===== config.mk =====
export PLATFORM = sky130hd
export DESIGN_NAME = pmcrb_bank
export DESIGN_NICKNAME = d
export VERILOG_FILES = /design/src/common/pmcrb_pkg.sv /design/src/hdl/pmcrb_bank.sv
export VERILOG_INCLUDE_DIRS = /design/src /design/src/common
export SDC_FILE = /design/constraint.sdc
export NUM_CORES = 1
export LEC_CHECK = 0
export ABC_AREA = 0
export BUFFER_PORTS_ARGS = -buffer_cell sky130_fd_sc_hd__buf_4
export CORE_MARGIN = 2
export CORE_UTILIZATION = 60
export CTS_CLUSTER_DIAMETER = 40
export DETAILED_ROUTE_END_ITERATION = 7
export GPL_TIMING_DRIVEN = 0
export PLACE_DENSITY_LB_ADDON = 0.3
export SLEW_MARGIN = 30
export SYNTH_ARGS = -nofsm -noshare
export SYNTH_HDL_FRONTEND = slang
export SYNTH_SLANG_ARGS = --single-unit

===== constraint.sdc =====
create_clock -name clk_i -period 3 [get_ports clk_i]
set_clock_uncertainty 0.05 [all_clocks]
set_input_delay 0.45 -clock clk_i [delete_from_list [all_inputs] [get_ports clk_i]]
set_output_delay 0.45 -clock clk_i [all_outputs]
set_load 0.05 [all_outputs]

===== src/common/pmcrb_map.svh =====
// register offsets, field positions and reset values of the configuration register bank
// assumes a host-side decoder that hands over a 9-bit register address and 8-bit data
// Function
// - reg four second voltage code clamps to 0x02..0x38, 50 mV steps
// - sleep bit forces reg four sleep while second setting selected
// - backup charge current code decoded to microamp steps, zero disables
// - backup termination code decoded to ascending voltages, zero disables
// - slave address is the base field times eight
// - device also answers at base times eight plus one
// - address base writable only while application fuse lock is low
// - bit 6 of pin config keeps interface permanently high speed
// - bit 5 of pin config selects fast-mode-plus timings
// - bit 3 of pin config sets interrupt output polarity
// - bit 2 of pin config selects push-pull or open-drain outputs
// - hysteresis code maps 100 mV plus 50 mV per step
// - threshold code maps 2.5 V plus 50 mV per step
// - clock invert bits 6, 4, 3 of buck clock config
// - bit 2 of buck clock config enables active rail discharge
// - bit 5 of reset config forces reset output asserted always
// - bit 2 of reset config skips system enable load in second fuse read
// - bit 1 of reset config allows interrupts in power-down state
// - converter auto bits enable and select first setting at power-up
// - regulator auto bits 3..0 enable and select first setting at power-up
// - bits 6 and 5 of phase config select full-current mode
// - bit 3 of phase config merges converters one and two dual phase
`ifndef PMCRB_MAP_SVH
`define PMCRB_MAP_SVH
`define PMCRB_OFS_LDO4B    9'h0bd
`define PMCRB_OFS_BBAT     9'h0c5
`define PMCRB_OFS_IFADDR   9'h105
`define PMCRB_OFS_CFGA     9'h106
`define PMCRB_OFS_CFGB     9'h107
`define PMCRB_OFS_CFGC     9'h108
`define PMCRB_OFS_CFGD     9'h109
`define PMCRB_OFS_CFGE     9'h10a
`define PMCRB_OFS_CFGG     9'h10c
`define PMCRB_OFS_CFGH     9'h10d
`define PMCRB_RST_ZERO     8'h00
`define PMCRB_MASK_CFGA    8'h7f
`define PMCRB_MASK_IFADDR  8'hf0
`define PMCRB_VMIN_CODE    6'h02
`define PMCRB_VMAX_CODE    6'h38
`define PMCRB_RST_BASE     4'h5
`endif


===== src/common/pmcrb_pkg.sv =====
// types shared by the configuration register bank
package pmcrb_pkg;
  typedef logic [7:0] pmcrb_byte_t;
  typedef logic [8:0] pmcrb_addr_t;
endpackage


===== src/hdl/pmcrb_bank.sv =====
// configuration register bank: stores settings and drives decoded controls
// assumes the serial front end delivers one-cycle write strobes and read requests
`timescale 1ns/1ps
`include "pmcrb_map.svh"
module pmcrb_bank
  import pmcrb_pkg::*;
(
  input  wire logic        clk_i,
  input  wire logic        rst_i,
  input  wire logic        wr_i,
  input  wire logic        rd_i,
  input  wire pmcrb_addr_t addr_i,
  input  wire pmcrb_byte_t wdata_i,
  input  wire logic [6:0]  dev_addr_i,
  input  wire logic        application_fuse_lock_i,
  input  wire logic        reg4_second_selected_i,
  input  wire logic        power_down_state_i,
  input  wire logic        irq_event_i,
  input  wire logic        reset_req_i,
  output pmcrb_byte_t      rdata_o,
  output logic             rvalid_o,
  output logic             addr_match_o,
  output logic [5:0]       reg4_second_voltage_o,
  output logic             reg4_sleep_o,
  output logic [3:0]       backup_charge_current_o,
  output logic [3:0]       backup_charge_termination_o,
  output logic             permanent_high_speed_o,
  output logic             fast_plus_timing_select_o,
  output logic             interrupt_request_out_o,
  output logic             interrupt_request_oe_o,
  output logic             system_reset_out_o,
  output logic             system_reset_oe_o,
  output logic [2:0]       supply_fault_hysteresis_o,
  output logic [3:0]       supply_fault_threshold_o,
  output logic [2:0]       clock_invert_o,
  output logic             rail_active_discharge_o,
  output logic             skip_sysen_fuse_load_o,
  output logic [3:0]       conv_powerup_enable_o,
  output logic [3:0]       reg_powerup_enable_o,
  output logic [1:0]       full_current_o,
  output logic             dual_phase_select_o
);
  pmcrb_byte_t ldo4b_r, bbat_r, ifaddr_r, cfga_r, cfgb_r, cfgc_r, cfgd_r, cfge_r, cfgg_r, cfgh_r;
  pmcrb_byte_t rd_nxt;
  logic        irq_act, rst_act, irq_lvl, rst_lvl;

  function automatic logic [5:0] clamp_code(input logic [5:0] c);
    if (c < `PMCRB_VMIN_CODE) return `PMCRB_VMIN_CODE;
    if (c > `PMCRB_VMAX_CODE) return `PMCRB_VMAX_CODE;
    return c;
  endfunction

  always_ff @(posedge clk_i) begin
    if (rst_i) begin
      ldo4b_r  <= `PMCRB_RST_ZERO;
      bbat_r   <= `PMCRB_RST_ZERO;
      ifaddr_r <= {`PMCRB_RST_BASE, 4'h0};
      cfga_r   <= `PMCRB_RST_ZERO;
      cfgb_r   <= `PMCRB_RST_ZERO;
      cfgc_r   <= `PMCRB_RST_ZERO;
      cfgd_r   <= `PMCRB_RST_ZERO;
      cfge_r   <= `PMCRB_RST_ZERO;
      cfgg_r   <= `PMCRB_RST_ZERO;
      cfgh_r   <= `PMCRB_RST_ZERO;
    end else if (wr_i) begin
      unique case (addr_i)
        `PMCRB_OFS_LDO4B:  ldo4b_r <= wdata_i;
        `PMCRB_OFS_BBAT:   bbat_r  <= wdata_i;
        `PMCRB_OFS_IFADDR: if (!application_fuse_lock_i) ifaddr_r <= wdata_i & `PMCRB_MASK_IFADDR;
        `PMCRB_OFS_CFGA:   cfga_r  <= wdata_i & `PMCRB_MASK_CFGA;
        `PMCRB_OFS_CFGB:   cfgb_r  <= wdata_i;
        `PMCRB_OFS_CFGC:   cfgc_r  <= wdata_i;
        `PMCRB_OFS_CFGD:   cfgd_r  <= wdata_i;
        `PMCRB_OFS_CFGE:   cfge_r  <= wdata_i;
        `PMCRB_OFS_CFGG:   cfgg_r  <= wdata_i;
        `PMCRB_OFS_CFGH:   cfgh_r  <= wdata_i;
        default: ;
      endcase
    end
  end

  always_comb begin
    unique case (addr_i)
      `PMCRB_OFS_LDO4B:  rd_nxt = ldo4b_r;
      `PMCRB_OFS_BBAT:   rd_nxt = bbat_r;
      `PMCRB_OFS_IFADDR: rd_nxt = ifaddr_r;
      `PMCRB_OFS_CFGA:   rd_nxt = cfga_r;
      `PMCRB_OFS_CFGB:   rd_nxt = cfgb_r;
      `PMCRB_OFS_CFGC:   rd_nxt = cfgc_r;
      `PMCRB_OFS_CFGD:   rd_nxt = cfgd_r;
      `PMCRB_OFS_CFGE:   rd_nxt = cfge_r;
      `PMCRB_OFS_CFGG:   rd_nxt = cfgg_r;
      `PMCRB_OFS_CFGH:   rd_nxt = cfgh_r;
      default:           rd_nxt = `PMCRB_RST_ZERO;
    endcase
  end

  always_ff @(posedge clk_i) begin
    if (rst_i) begin
      rdata_o  <= `PMCRB_RST_ZERO;
      rvalid_o <= 1'b0;
    end else begin
      rvalid_o <= rd_i;
      if (rd_i) rdata_o <= rd_nxt;
    end
  end

  // interrupt is suppressed in power-down unless enabled
  assign irq_act = irq_event_i && (!power_down_state_i || cfgd_r[1]);
  assign rst_act = reset_req_i || cfgd_r[5];
  assign irq_lvl = cfga_r[3] ? irq_act : !irq_act;
  assign rst_lvl = !rst_act;

  always_ff @(posedge clk_i) begin
    if (rst_i) begin
      addr_match_o                <= 1'b0;
      reg4_second_voltage_o       <= `PMCRB_VMIN_CODE;
      reg4_sleep_o                <= 1'b0;
      backup_charge_current_o     <= 4'h0;
      backup_charge_termination_o <= 4'h0;
      permanent_high_speed_o      <= 1'b0;
      fast_plus_timing_select_o   <= 1'b0;
      interrupt_request_out_o     <= 1'b1;
      interrupt_request_oe_o      <= 1'b1;
      system_reset_out_o          <= 1'b0;
      system_reset_oe_o           <= 1'b1;
      supply_fault_hysteresis_o   <= 3'h0;
      supply_fault_threshold_o    <= 4'h0;
      clock_invert_o              <= 3'h0;
      rail_active_discharge_o     <= 1'b0;
      skip_sysen_fuse_load_o      <= 1'b0;
      conv_powerup_enable_o       <= 4'h0;
      reg_powerup_enable_o        <= 4'h0;
      full_current_o              <= 2'h0;
      dual_phase_select_o         <= 1'b0;
    end else begin
      // low bit of dev address ignored so base*8 and base*8+1 both match
      addr_match_o                <= (dev_addr_i[6:1] == {ifaddr_r[7:4], 2'b00});
      reg4_second_voltage_o       <= clamp_code(ldo4b_r[5:0]);
      reg4_sleep_o                <= ldo4b_r[7] && reg4_second_selected_i;
      backup_charge_current_o     <= bbat_r[7:4];
      backup_charge_termination_o <= bbat_r[3:0];
      permanent_high_speed_o      <= cfga_r[6];
      fast_plus_timing_select_o   <= cfga_r[5];
      // open-drain drives only the low level; released high needs pull-up
      interrupt_request_out_o     <= irq_lvl;
      interrupt_request_oe_o      <= !cfga_r[2] || !irq_lvl;
      system_reset_out_o          <= rst_lvl;
      system_reset_oe_o           <= !cfga_r[2] || !rst_lvl;
      supply_fault_hysteresis_o   <= cfgb_r[6:4];
      supply_fault_threshold_o    <= cfgb_r[3:0];
      clock_invert_o              <= {cfgc_r[6], cfgc_r[4], cfgc_r[3]};
      rail_active_discharge_o     <= cfgc_r[2];
      skip_sysen_fuse_load_o      <= cfgd_r[2];
      conv_powerup_enable_o       <= {cfge_r[2], cfge_r[4], cfge_r[1], cfge_r[0]};
      reg_powerup_enable_o        <= cfgg_r[3:0];
      full_current_o              <= {cfgh_r[5], cfgh_r[6]};
      dual_phase_select_o         <= cfgh_r[3];
    end
  end

  lock_hold_a: assert property (@(posedge clk_i) disable iff (rst_i)
    application_fuse_lock_i && wr_i |=> $stable(ifaddr_r)) else $error("address base changed while locked");
  force_reset_a: assert property (@(posedge clk_i) disable iff (rst_i)
    cfgd_r[5] |=> !system_reset_out_o) else $error("forced reset not asserted");
  clamp_low_a: assert property (@(posedge clk_i) disable iff (rst_i)
    ldo4b_r[5:0] < 6'h02 |=> reg4_second_voltage_o == 6'h02) else $error("low code not clamped");
  clamp_high_a: assert property (@(posedge clk_i) disable iff (rst_i)
    ldo4b_r[5:0] > 6'h38 |=> reg4_second_voltage_o == 6'h38) else $error("high code not clamped");
  sleep_force_a: assert property (@(posedge clk_i) disable iff (rst_i)
    ldo4b_r[7] && reg4_second_selected_i |=> reg4_sleep_o) else $error("sleep not forced");
  addr_plus_a: assert property (@(posedge clk_i) disable iff (rst_i)
    dev_addr_i == {ifaddr_r[7:4], 3'b001} |=> addr_match_o) else $error("plus one address missed");
  addr_base_a: assert property (@(posedge clk_i) disable iff (rst_i)
    dev_addr_i == {ifaddr_r[7:4], 3'b000} |=> addr_match_o) else $error("base address missed");
  od_release_a: assert property (@(posedge clk_i) disable iff (rst_i)
    cfga_r[2] ##1 interrupt_request_out_o |-> !interrupt_request_oe_o) else $error("open-drain drives high");
  pd_quiet_a: assert property (@(posedge clk_i) disable iff (rst_i)
    power_down_state_i && !cfgd_r[1] |=> interrupt_request_out_o == !cfga_r[3] || $changed(cfga_r)) else $error("irq in power-down");
  irq_polarity_a: assert property (@(posedge clk_i) disable iff (rst_i)
    irq_act |=> interrupt_request_out_o == cfga_r[3] || $changed(cfga_r)) else $error("irq polarity wrong");
  reset_request_a: assert property (@(posedge clk_i) disable iff (rst_i)
    reset_req_i |=> !system_reset_out_o) else $error("requested reset not asserted");
  reserved_zero_a: assert property (@(posedge clk_i) disable iff (rst_i)
    ##1 cfga_r[7] == 1'b0 && ifaddr_r[3:0] == 4'h0) else $error("reserved read-only bit set");
endmodule // pmcrb_bank


After elaboration in Yosys (flattened, before gate mapping):

Index checks and enable logic that the tools add are counted.
Widths: inputs -> output; s select.

* multiplexer cells: 11
* divide/modulo/power cells: 0
* shifts and indexed selects: 0
* equality and inequality tests: 11
* reductions and logical operators: 21
* $lt $le $gt $ge: 2
* add/subtract/negate cells: 0
* multipliers: 0
* bitwise operators: 1

Operators by type and width (number)
* $pmux 8 s10: 1
* $eq 9x9->1 const B: 8
* $mux 6: 4
* $eq 9x8->1 const B: 2
* $reduce_and 2->1: 9
* $eq 6x6->1: 1
* $gt 6x6->1 const B: 1
* $lt 6x2->1 const B: 1
* $mux 1: 6
* $logic_not 1->1: 5
* $logic_or 1x1->1: 4
* $reduce_and 3->1: 1
* $logic_and 1x1->1: 2
* $not 1->1: 1

* register bits after elaboration: 129
* latch bits: 0
* RAM bits: 0
* memories: 0
* bits of input ports: 33
* logic and storage cells: 78
* output and inout bits: 54
* ROM bits: 0

Longest topological paths before layout:

Gate-level depths: netlist of the first run.

* depth after elaboration: 7
* gate-level depth with buffers: 7
* gate-level depth less buffers: 5

Worst setup path after synthesis of the first run:

No wires, ideal clock.

* kind: input to register
* start: in addr_i[4]
* end: reg cfga_r[4]
* cell stages on the path: 7
* library setup time: 0.128 ns
* data arrival time: 1.949 ns
* path slack: 0.873 ns
* data required time: 2.822 ns
* buffers on the path: 2
* cell sequence: or4_1 -> buf_4 -> or2_4 -> nor3b_2 -> buf_6 -> mux2i_1 -> nor2_1

* cells in the longest elaborated chain, start to end: 2

RTL lines
* from (decl): RTL line pmcrb_bank.sv:12 `input wire pmcrb_addr_t addr_i,`
* $eq 9x9->1: RTL line pmcrb_bank.sv:66 `unique case (addr_i)`
* $reduce_and 2->1 (no line)
* to (signal assigned): RTL line pmcrb_bank.sv:58 `` cfga_r <= `PMCRB_RST_ZERO; ``
* to (signal assigned): RTL line pmcrb_bank.sv:70 `` `PMCRB_OFS_CFGA: cfga_r <= wdata_i & `PMCRB_MASK_CFGA; ``
* to (decl): RTL line pmcrb_bank.sv:43 `pmcrb_byte_t ldo4b_r, bbat_r, ifaddr_r, cfga_r, cfgb_r, cfgc_r, cfgd_r, cfge_r, cfgg_r, cfgh_r;`

No other way between the ends.
A chain may end at the register's enable or synchronous reset.

Worst setup path after layout of the first run:

* start: in addr_i[4]
* end: reg cfgd_r[1]

* cells in the longest elaborated chain, start to end: 2

RTL lines
* $eq 9x9->1: RTL line pmcrb_bank.sv:66
* $reduce_and 2->1 (no line)
* to (signal assigned): RTL line pmcrb_bank.sv:61 `` cfgd_r <= `PMCRB_RST_ZERO; ``
* to (signal assigned): RTL line pmcrb_bank.sv:73 `` `PMCRB_OFS_CFGD: cfgd_r <= wdata_i; ``
* to (decl): RTL line pmcrb_bank.sv:43

No other way between the ends.

==> results of run 1 <==
==> how the worst max path moves through the flow <==
| stage | endpoint | slack [ps] | cells past startpoint | start |
|---|---|---|---|---|
| CTS | cfgd_r[7] | 850 | 6 | addr_i[4] |
| floorplan | cfga_r[4] | 870 | 7 | addr_i[4] |
| global route | cfgd_r[7] | 720 | 6 | addr_i[4] |
| global placement | ifaddr_r[6] | 340 | 6 | addr_i[4] |
| detailed placement | ifaddr_r[6] | 310 | 6 | addr_i[4] |
| finish | cfgd_r[1] | 750 | 6 | addr_i[4] |
==> cell type report <==
class | count | area, µm²
plain buffers | 43 | 189
clock buffers | 18 | 418
clock inverters | 14 | 179
fillers | 546 | 1830
inverters | 5 | 18.8
multi-input cells | 389 | 2380
flip-flops and latches | 129 | 2580
well taps | 105 | 131
repair buffers | 76 | 571
==> flip-flops by register name (all words and copies together) (netlist names), 2 cells and up <==
| signal | count |
|---|---|
| clock_invert_o | 3 |
| cfgd_r | 8 |
| cfge_r | 8 |
| cfgb_r | 8 |
| supply_fault_hysteresis_o | 3 |
| bbat_r | 8 |
| reg4_second_voltage_o | 6 |
| ldo4b_r | 8 |
| cfgg_r | 8 |
| full_current_o | 2 |
| supply_fault_threshold_o | 4 |
| rdata_o | 8 |
| backup_charge_current_o | 4 |
| conv_powerup_enable_o | 4 |
| cfgc_r | 8 |
| cfgh_r | 8 |
| backup_charge_termination_o | 4 |
| cfga_r | 7 |
| ifaddr_r | 4 |
| reg_powerup_enable_o | 4 |
==> metal layers <==
layer | GRT usage, % | vias up | share of wire, %
met4 | 18.0 | 0 | 4.3
met3 | 7.01 | 61 | 9.5
met2 | 57.9 | 324 | 47
met5 | 0 | - | 0
li1 | - | 2176 | -
met1 | 47.9 | 2341 | 40
==> per-stage QoR <==
step           setup WS, ps  power [µW]  cells  hold WS (ps)
6_report                750        4040    779          34.9
5_1_grt                 723        4100    779          34.7
4_1_cts                 847        4020    779          32.3
3_5_place_dp            313        1960    747           359
3_3_place_gp            343        1960    747           352
2_1_floorplan           873        1870    566           331
==> report_power, final <==
part	internal (µW)	switching, µW
logic	57.8	153
clock network	1280	827
registers	1720	2.12
==> critical path: cells and delay by family <==
family	cells	cell delay (ps)
and+or+nand+nor	4	1870
buffers and inverters	1	130
AOI/OAI and AO/OA	1	190
==> cell usage in the layout (no fill, tap or decap), types with 5 or more instances in the layout <==
cell type / Yosys / layout
clkbuf_1: 24 / 25
nand3_1: 42 / 42
a21oi_1: 50 / 50
xor2_1: 5 / 5
nor4_1: 9 / 9
dfxtp_1: 129 / 129
inv_6: 0 / 5
a211oi_1: 7 / 7
nand2_1: 78 / 78
inv_1: 5 / 5
buf_4: 1 / 77
nor2_1: 41 / 41
mux2i_1: 43 / 43
nor2b_1: 41 / 41
buf_2: 13 / 13
clkbuf_16: 0 / 16
==> cell families (layout without fill, tap and decap cells) <==
family | after synthesis | in the layout | share of synthesized area (%)
xor+xnor | 5 | 5 | 0.848
mux | 46 | 46 | 8.99
flops | 129 | 129 | 50.0
simple gates | 245 | 245 | 24.5
buf+inv | 48 | 156 | 4.02
compound gates | 93 | 93 | 11.6
==> metrics.csv, run 1 <==
stage;metric;value;unit
power;worst vdd ir;0.433;mV
logic_synthesis;count leader, synth;dfxtp_1;
logic_synthesis;mapped cell area;5170;µm²
critical_path;CP startpoint kind;input port;
timing;final max-slew violation count;0;
cts;clk sink count;129;
placement;Area after DPL;5870;µm²
die;Die Wd;96.8;µm
die;initial core utilization;62.2;%
grt;total grt overflow;0;
logic_synthesis;Synthesized Nets;599;
critical_path;register-to-register setup slack;1240;ps
worst_hold_path;hold path depth;2;
logic_synthesis;post-synthesis sequential area ratio;50.0;%
placement;Port Buffers;76;
grt;largest net degree at the start of global routing;17;
die;full die area;9370;µm²
logic_synthesis;Cells after Synth;566;
critical_path;max incr delay on CP;750;ps
logic_synthesis;number of synthesized register bits;129;
cts;CTS root buffer;clkbuf_8;
cts;clock tree buffer depth;2;
cts;CTS tree;yes;
timing;setup TNS;0;ps
timing;final period utilization;75.0;%
logic_synthesis;Area contributors post-synth;dfxtp_1, mux2i_1, nand2_1;
critical_path;worst setup path class;input port to register;
power;PD cells;624;nW/µm²
placement;dpl hpwl;11700;µm
logic_synthesis;Synth cell types;56;
placement;RD Place Congestion;0.983;
cells_and_area;ratio of cells with drive above 1 in the final layout;20.3;%
cells_and_area;ANT cells;0;
cts;Clock Latency Late Sink;540;ps
logic_synthesis;Commonest cells post-synth;dfxtp_1, nand2_1, a21oi_1;
critical_path;FF-to-FF End;rdata_o[5];
critical_path;r2r startpoint;cfgd_r[5];
cts;Clock transition at path regs;60;ps
logic_synthesis;syn avg cell area;9.13;µm²
route;DR vias;4902;
grt;first-pass GRT wire length;26400;µm
route;ANT nets after route;0;
cells_and_area;nets@finish;694;
cells_and_area;Layout Utilization;77.9;%
grt;Global Route Usage Sum;36.5;%
critical_path;R2R depth;4;
logic_synthesis;Synth area leader;dfxtp_1;
die;core area;8300;µm²
route;DR WL/cell;21.9;µm
worst_hold_path;HP Start;reset_req_i;
critical_path;Critical-path top delay cell;nor4_2;
timing;Slew @ Worst Pin;840;ps
logic_synthesis;Post-synth ARST share;0;%
route;drt via density;6.29;
grt;vias in the first global route;4743;
cells_and_area;cell area after layout;6460;µm²
cts;hold_buf cts;0;
worst_hold_path;Hold Crit Class;input port to register;
timing;relative slew slack;43.5;%
cts;total CTS buffers;17;
critical_path;CP required;3400;ps
timing;min Tclk post-route;2250;ps
timing;achievable frequency;444;MHz
cts;CTS H-Tree Depth;4;
critical_path;critical path endpoint category;register;
route;Iteration-0 DRC Markers;538;
logic_synthesis;Yosys top cell area share;50.0;%
worst_hold_path;Hold Path End;system_reset_out_o;
route;DR pass1 iterations;6;
outcome;status;finished clean;
die;cell row count;33;
route;final wirelength;17100;µm
logic_synthesis;Warnings, synthesis;0;
die;I/O pin total;87;
timing;Final Hold Fails;0;
job;Max Cap Violations;0;
route;residual DRC count;0;
critical_path;CP max FO;8;
power;Leak Pwr;0.00249;µW
grt;antenna violations before repair;0;
timing;RSZ-0062 raised after global routing;false;
timing;Final Setup Violations;0;
critical_path;crit path cell chain;buf_4 -> nor4_2 -> nand3_1 -> nor2_1 -> nand2_1 -> a21oi_1;
critical_path;Critical Path AT;2650;ps
logic_synthesis;Post-synth EDFFs;0;
logic_synthesis;ys flop type;dfxtp_1;
cts;post-cts resize count;0;
cts;Post-CTS Setup Inserts;0;
die;die extent in y;96.8;µm
cells_and_area;Syn-to-layout area delta;25.1;%
Note: power is estimated with default switching activity, not from simulation.
==> inputs of run 2 (changes only) <==
--- a/config.mk
+++ b/config.mk
@@ -6,10 +6,10 @@
 export SDC_FILE = /design/constraint.sdc
 export NUM_CORES = 1
 export LEC_CHECK = 0
-export ABC_AREA = 0
+export ABC_AREA = 1
 export BUFFER_PORTS_ARGS = -buffer_cell sky130_fd_sc_hd__buf_4
 export CORE_MARGIN = 2
-export CORE_UTILIZATION = 60
+export CORE_UTILIZATION = 55
 export CTS_CLUSTER_DIAMETER = 40
 export DETAILED_ROUTE_END_ITERATION = 7
 export GPL_TIMING_DRIVEN = 0
==> constraint.sdc (replaced) <==
create_clock -name clk_i -period 2.2 [get_ports clk_i]
set_clock_uncertainty 0.05 [all_clocks]
set_input_delay 0.33 -clock clk_i [delete_from_list [all_inputs] [get_ports clk_i]]
set_output_delay 0.33 -clock clk_i [all_outputs]
set_load 0.05 [all_outputs]
==> run 2 against run 1 <==
Critical path depth unchanged. Register-to-register slack got worse by 250 ps. Routed wire length decreased by 8.3%. Critical endpoint is now cfgc_r[5]. Cell count increased by 13%. Synthesized area decreased by 2.3%. Cell area decreased by 1.1%. Largest power group unchanged. Sequential cell count unchanged. Hold slack improved by 7.2 ps. Non-clock buffer count decreased by 4. Sequential power increased by 36%.
==> metrics.csv, run 2 <==
stage;metric;value;unit;change
timing;relative slew slack;52.1;%;was 43.5%
logic_synthesis;XOR/XNOR Fraction of Synth Area;0.521;%;was 0.848%
cells_and_area;area occupied by registers;2580;µm²;unchanged
logic_synthesis;Warnings, synthesis;0;;unchanged
cells_and_area;area of the multi-input gates;1950;µm²;was 2380 µm²
timing;Slew @ Worst Pin;719;ps;was 840 ps
die;I/O pin total;87;;unchanged
cells_and_area;most frequent cells in the layout;dfxtp_1, inv_1, buf_4, nor2_1, nand3_1;;was dfxtp_1, nand2_1, buf_4, a21oi_1, mux2i_1
logic_synthesis;post-synthesis sequential area ratio;51.2;%;was 50.0%
timing;final max-slew violation count;0;;unchanged
route;drt via density;5.58;;was 6.29
logic_synthesis;Yosys top cell area share;51.2;%;was 50.0%
route;DR pass1 iterations;6;;unchanged
die;full die area;9960;µm²;was 9370 µm²
timing;Final Hold Fails;0;;unchanged
placement;RD Place Congestion;0.958;;was 0.983
route;ANT nets after route;0;;unchanged
critical_path;CP required;2530;ps;was 3400 ps
cts;clock tree buffer depth;2;;unchanged
cts;total CTS buffers;17;;unchanged
worst_hold_path;Hold Crit Class;input port to register;;unchanged
placement;Port Buffers;81;;was 76
die;die extent in y;99.8;µm;was 96.8 µm
power;Leak Pwr;0.00271;µW;was 0.00249 µW
route;DR vias;4936;;was 4902
outcome;status;finished clean;;unchanged
placement;dpl hpwl;11500;µm;was 11700 µm
critical_path;Critical-path top delay cell;nor2_1;;was nor4_2
timing;RSZ-0062 raised after global routing;false;;unchanged
critical_path;critical path endpoint category;register;;unchanged
cts;clk sink count;129;;unchanged
grt;Global Route Usage Sum;32.5;%;was 36.5%
power;PD cells;835;nW/µm²;was 624 nW/µm²
worst_hold_path;hold path depth;2;;unchanged
job;Max Cap Violations;0;;unchanged
die;Die Wd;99.8;µm;was 96.8 µm
logic_synthesis;fraction of synthesized area in multiplexers;0;%;was 8.99%
critical_path;CP startpoint kind;input port;;unchanged
placement;Area after DPL;5790;µm²;was 5870 µm²
critical_path;R2R depth;6;;was 4
critical_path;Critical Path AT;1900;ps;was 2650 ps
logic_synthesis;Cells after Synth;661;;was 566
cells_and_area;Syn-to-layout area delta;26.7;%;was 25.1%
route;DR WL/cell;17.7;µm;was 21.9 µm
critical_path;max incr delay on CP;540;ps;was 750 ps
timing;final period utilization;71.2;%;
worst_hold_path;HP Start;dev_addr_i[5];;was reset_req_i
logic_synthesis;Synth cell types;27;;was 56
grt;vias in the first global route;4591;;was 4743
route;residual DRC count;0;;unchanged
critical_path;worst setup path class;input port to register;;unchanged
die;initial core utilization;57.3;%;was 62.2%
logic_synthesis;Synth Area in Simple Gates;22.3;%;was 24.5%
logic_synthesis;Synth Area in Compound Gates;15.9;%;was 11.6%
grt;antenna violations before repair;0;;unchanged
critical_path;CP Buf/Inv Count;2;;was 1
grt;total grt overflow;0;;unchanged
critical_path;CP max FO;10;;was 8
critical_path;crit path cell chain;buf_4 -> nor2_1 -> nand3_1 -> clkbuf_1 -> o21ai_1 -> a21oi_1;;was buf_4 -> nor4_2 -> nand3_1 -> nor2_1 -> nand2_1 -> a21oi_1
logic_synthesis;Area contributors post-synth;dfxtp_1, nand3_1, a21oi_1;;was dfxtp_1, mux2i_1, nand2_1
logic_synthesis;Post-synth ARST share;0;%;unchanged
timing;Final Setup Violations;0;;unchanged
cells_and_area;fillers;700;;was 546
cts;Clock Latency Late Sink;510;ps;was 540 ps
logic_synthesis;Synth Area in Adders;0;%;unchanged
logic_synthesis;Synth area leader;dfxtp_1;;unchanged
cells_and_area;cell area after layout;6390;µm²;was 6460 µm²
cts;Post-CTS Setup Inserts;0;;unchanged
cells_and_area;nets@finish;796;;was 694
timing;setup TNS;0;ps;unchanged
grt;largest net degree at the start of global routing;17;;unchanged
logic_synthesis;count leader, synth;dfxtp_1;;unchanged
timing;achievable frequency;638;MHz;
cts;CTS tree;yes;;unchanged
logic_synthesis;Post-synth EDFFs;0;;unchanged
logic_synthesis;number of synthesized register bits;129;;unchanged
critical_path;FF-to-FF End;rdata_o[0];;was rdata_o[5]
logic_synthesis;Synthesized Nets;694;;was 599
critical_path;r2r startpoint;ldo4b_r[0];;was cfgd_r[5]
die;cell row count;34;;was 33
critical_path;register-to-register setup slack;990;ps;was 1240 ps
cts;Clock transition at path regs;60;ps;about the same
die;core area;8810;µm²;was 8300 µm²
route;final wirelength;15700;µm;was 17100 µm
cells_and_area;most common library cell in the layout ignoring fill and taps;dfxtp_1;;unchanged
worst_hold_path;Hold Path End;addr_match_o;;was system_reset_out_o
logic_synthesis;syn avg cell area;7.63;µm²;was 9.13 µm²
cells_and_area;ratio of cells with drive above 1 in the final layout;18.7;%;was 20.3%
grt;first-pass GRT wire length;24400;µm;was 26400 µm
logic_synthesis;Commonest cells post-synth;dfxtp_1, inv_1, nor2_1;;was dfxtp_1, nand2_1, a21oi_1
cells_and_area;ANT cells;0;;unchanged
power;worst vdd ir;0.720;mV;was 0.433 mV
logic_synthesis;ys flop type;dfxtp_1;;unchanged
logic_synthesis;main combinational cell family by area after synthesis;simple AND/OR/NAND/NOR gates;;unchanged
cts;CTS H-Tree Depth;4;;unchanged
cts;CTS root buffer;clkbuf_8;;unchanged
logic_synthesis;mapped cell area;5050;µm²;was 5170 µm²
timing;min Tclk post-route;1570;ps;
route;Iteration-0 DRC Markers;464;;was 538
critical_path;delay-heaviest family, CP;simple AND/OR/NAND/NOR gates;;unchanged
[run 2: cell types whose count changed in the layout (fill, tap and decap cells not counted), moves of 8 or more]
cell and delta:
nor2b_1 -41, a21oi_1 +15, buf_4 +8, nor4_1 -9
mux2i_1 -43, inv_1 +81, a211oi_1 +9, o21ai_1 +22
nor2_1 +41, nand3_1 +34, nand2_1 -13, o21ai_0 +40
[run 2: worst max path at each step]
stage / from / to / cells past startpoint
final: addr_i[1] / cfgc_r[5] / 6
after global routing: addr_i[1] / cfgc_r[6] / 6
after CTS: addr_i[1] / cfgc_r[5] / 6
after detailed placement: addr_i[1] / cfgc_r[5] / 6
after global placement: addr_i[1] / cfgc_r[5] / 6
after floorplan: addr_i[7] / cfga_r[3] / 8
[run 2: cell families (layout without fill, tap and decap cells)]
| logic type | count (synthesis) | in the layout |
|---|---|---|
| buf+inv | 129 | 244 |
| flops | 129 | 129 |
| xor+xnor | 3 | 3 |
| simple gates | 250 | 250 |
| compound gates | 150 | 150 |
[run 2: area by class of cell]
class | count | area share, %
Clock buffer | 18 | 6.69
Multi-Input combinational cell | 403 | 30.6
Clock inverter | 14 | 2.45
Buffer | 32 | 2.27
Timing Repair Buffer | 83 | 9.82
Inverter | 97 | 5.69
Sequential cell | 129 | 40.4
Tap cell | 108 | 2.11
[run 2: what timing repair did]
action / in CTS / in global routing
hold endpoints to repair: 3 / 0
gates resized for setup: 0 / 0
hold buffers: 2 / 0
[run 2: metal layers]
layer  share of wire, %  vias to the layer above  track usage (%)  wire (µm)
met3                7.8                       32             6.34       1220
met4                2.1                        0             9.38        334
li1                   -                     2369                -          -
met2                 47                      238             54.4       7430
met5                  0                        -                0          0
met1                 43                     2297             43.0       6680
[run 2: metrics by stage]
step	setup WS [ps]	hold WS, ps	instances	power, µW	util [%]
floorplan	699	329	661	2510	-
detailed placement	155	351	850	2620	65.7
finish	633	42.1	884	5340	72.6
global route	435	44.5	884	5450	72.6
global placement	165	350	850	2620	65.7
CTS	654	45.0	884	5330	72.6
[run 2: report_power, final]
part | internal (µW) | total (µW) | switching [µW]
Sequential | 2340 | 2340 | 2.06
Combinational | 67.4 | 239 | 171
Clock | 1660 | 2750 | 1090
Total | 4070 | 5340 | 1270
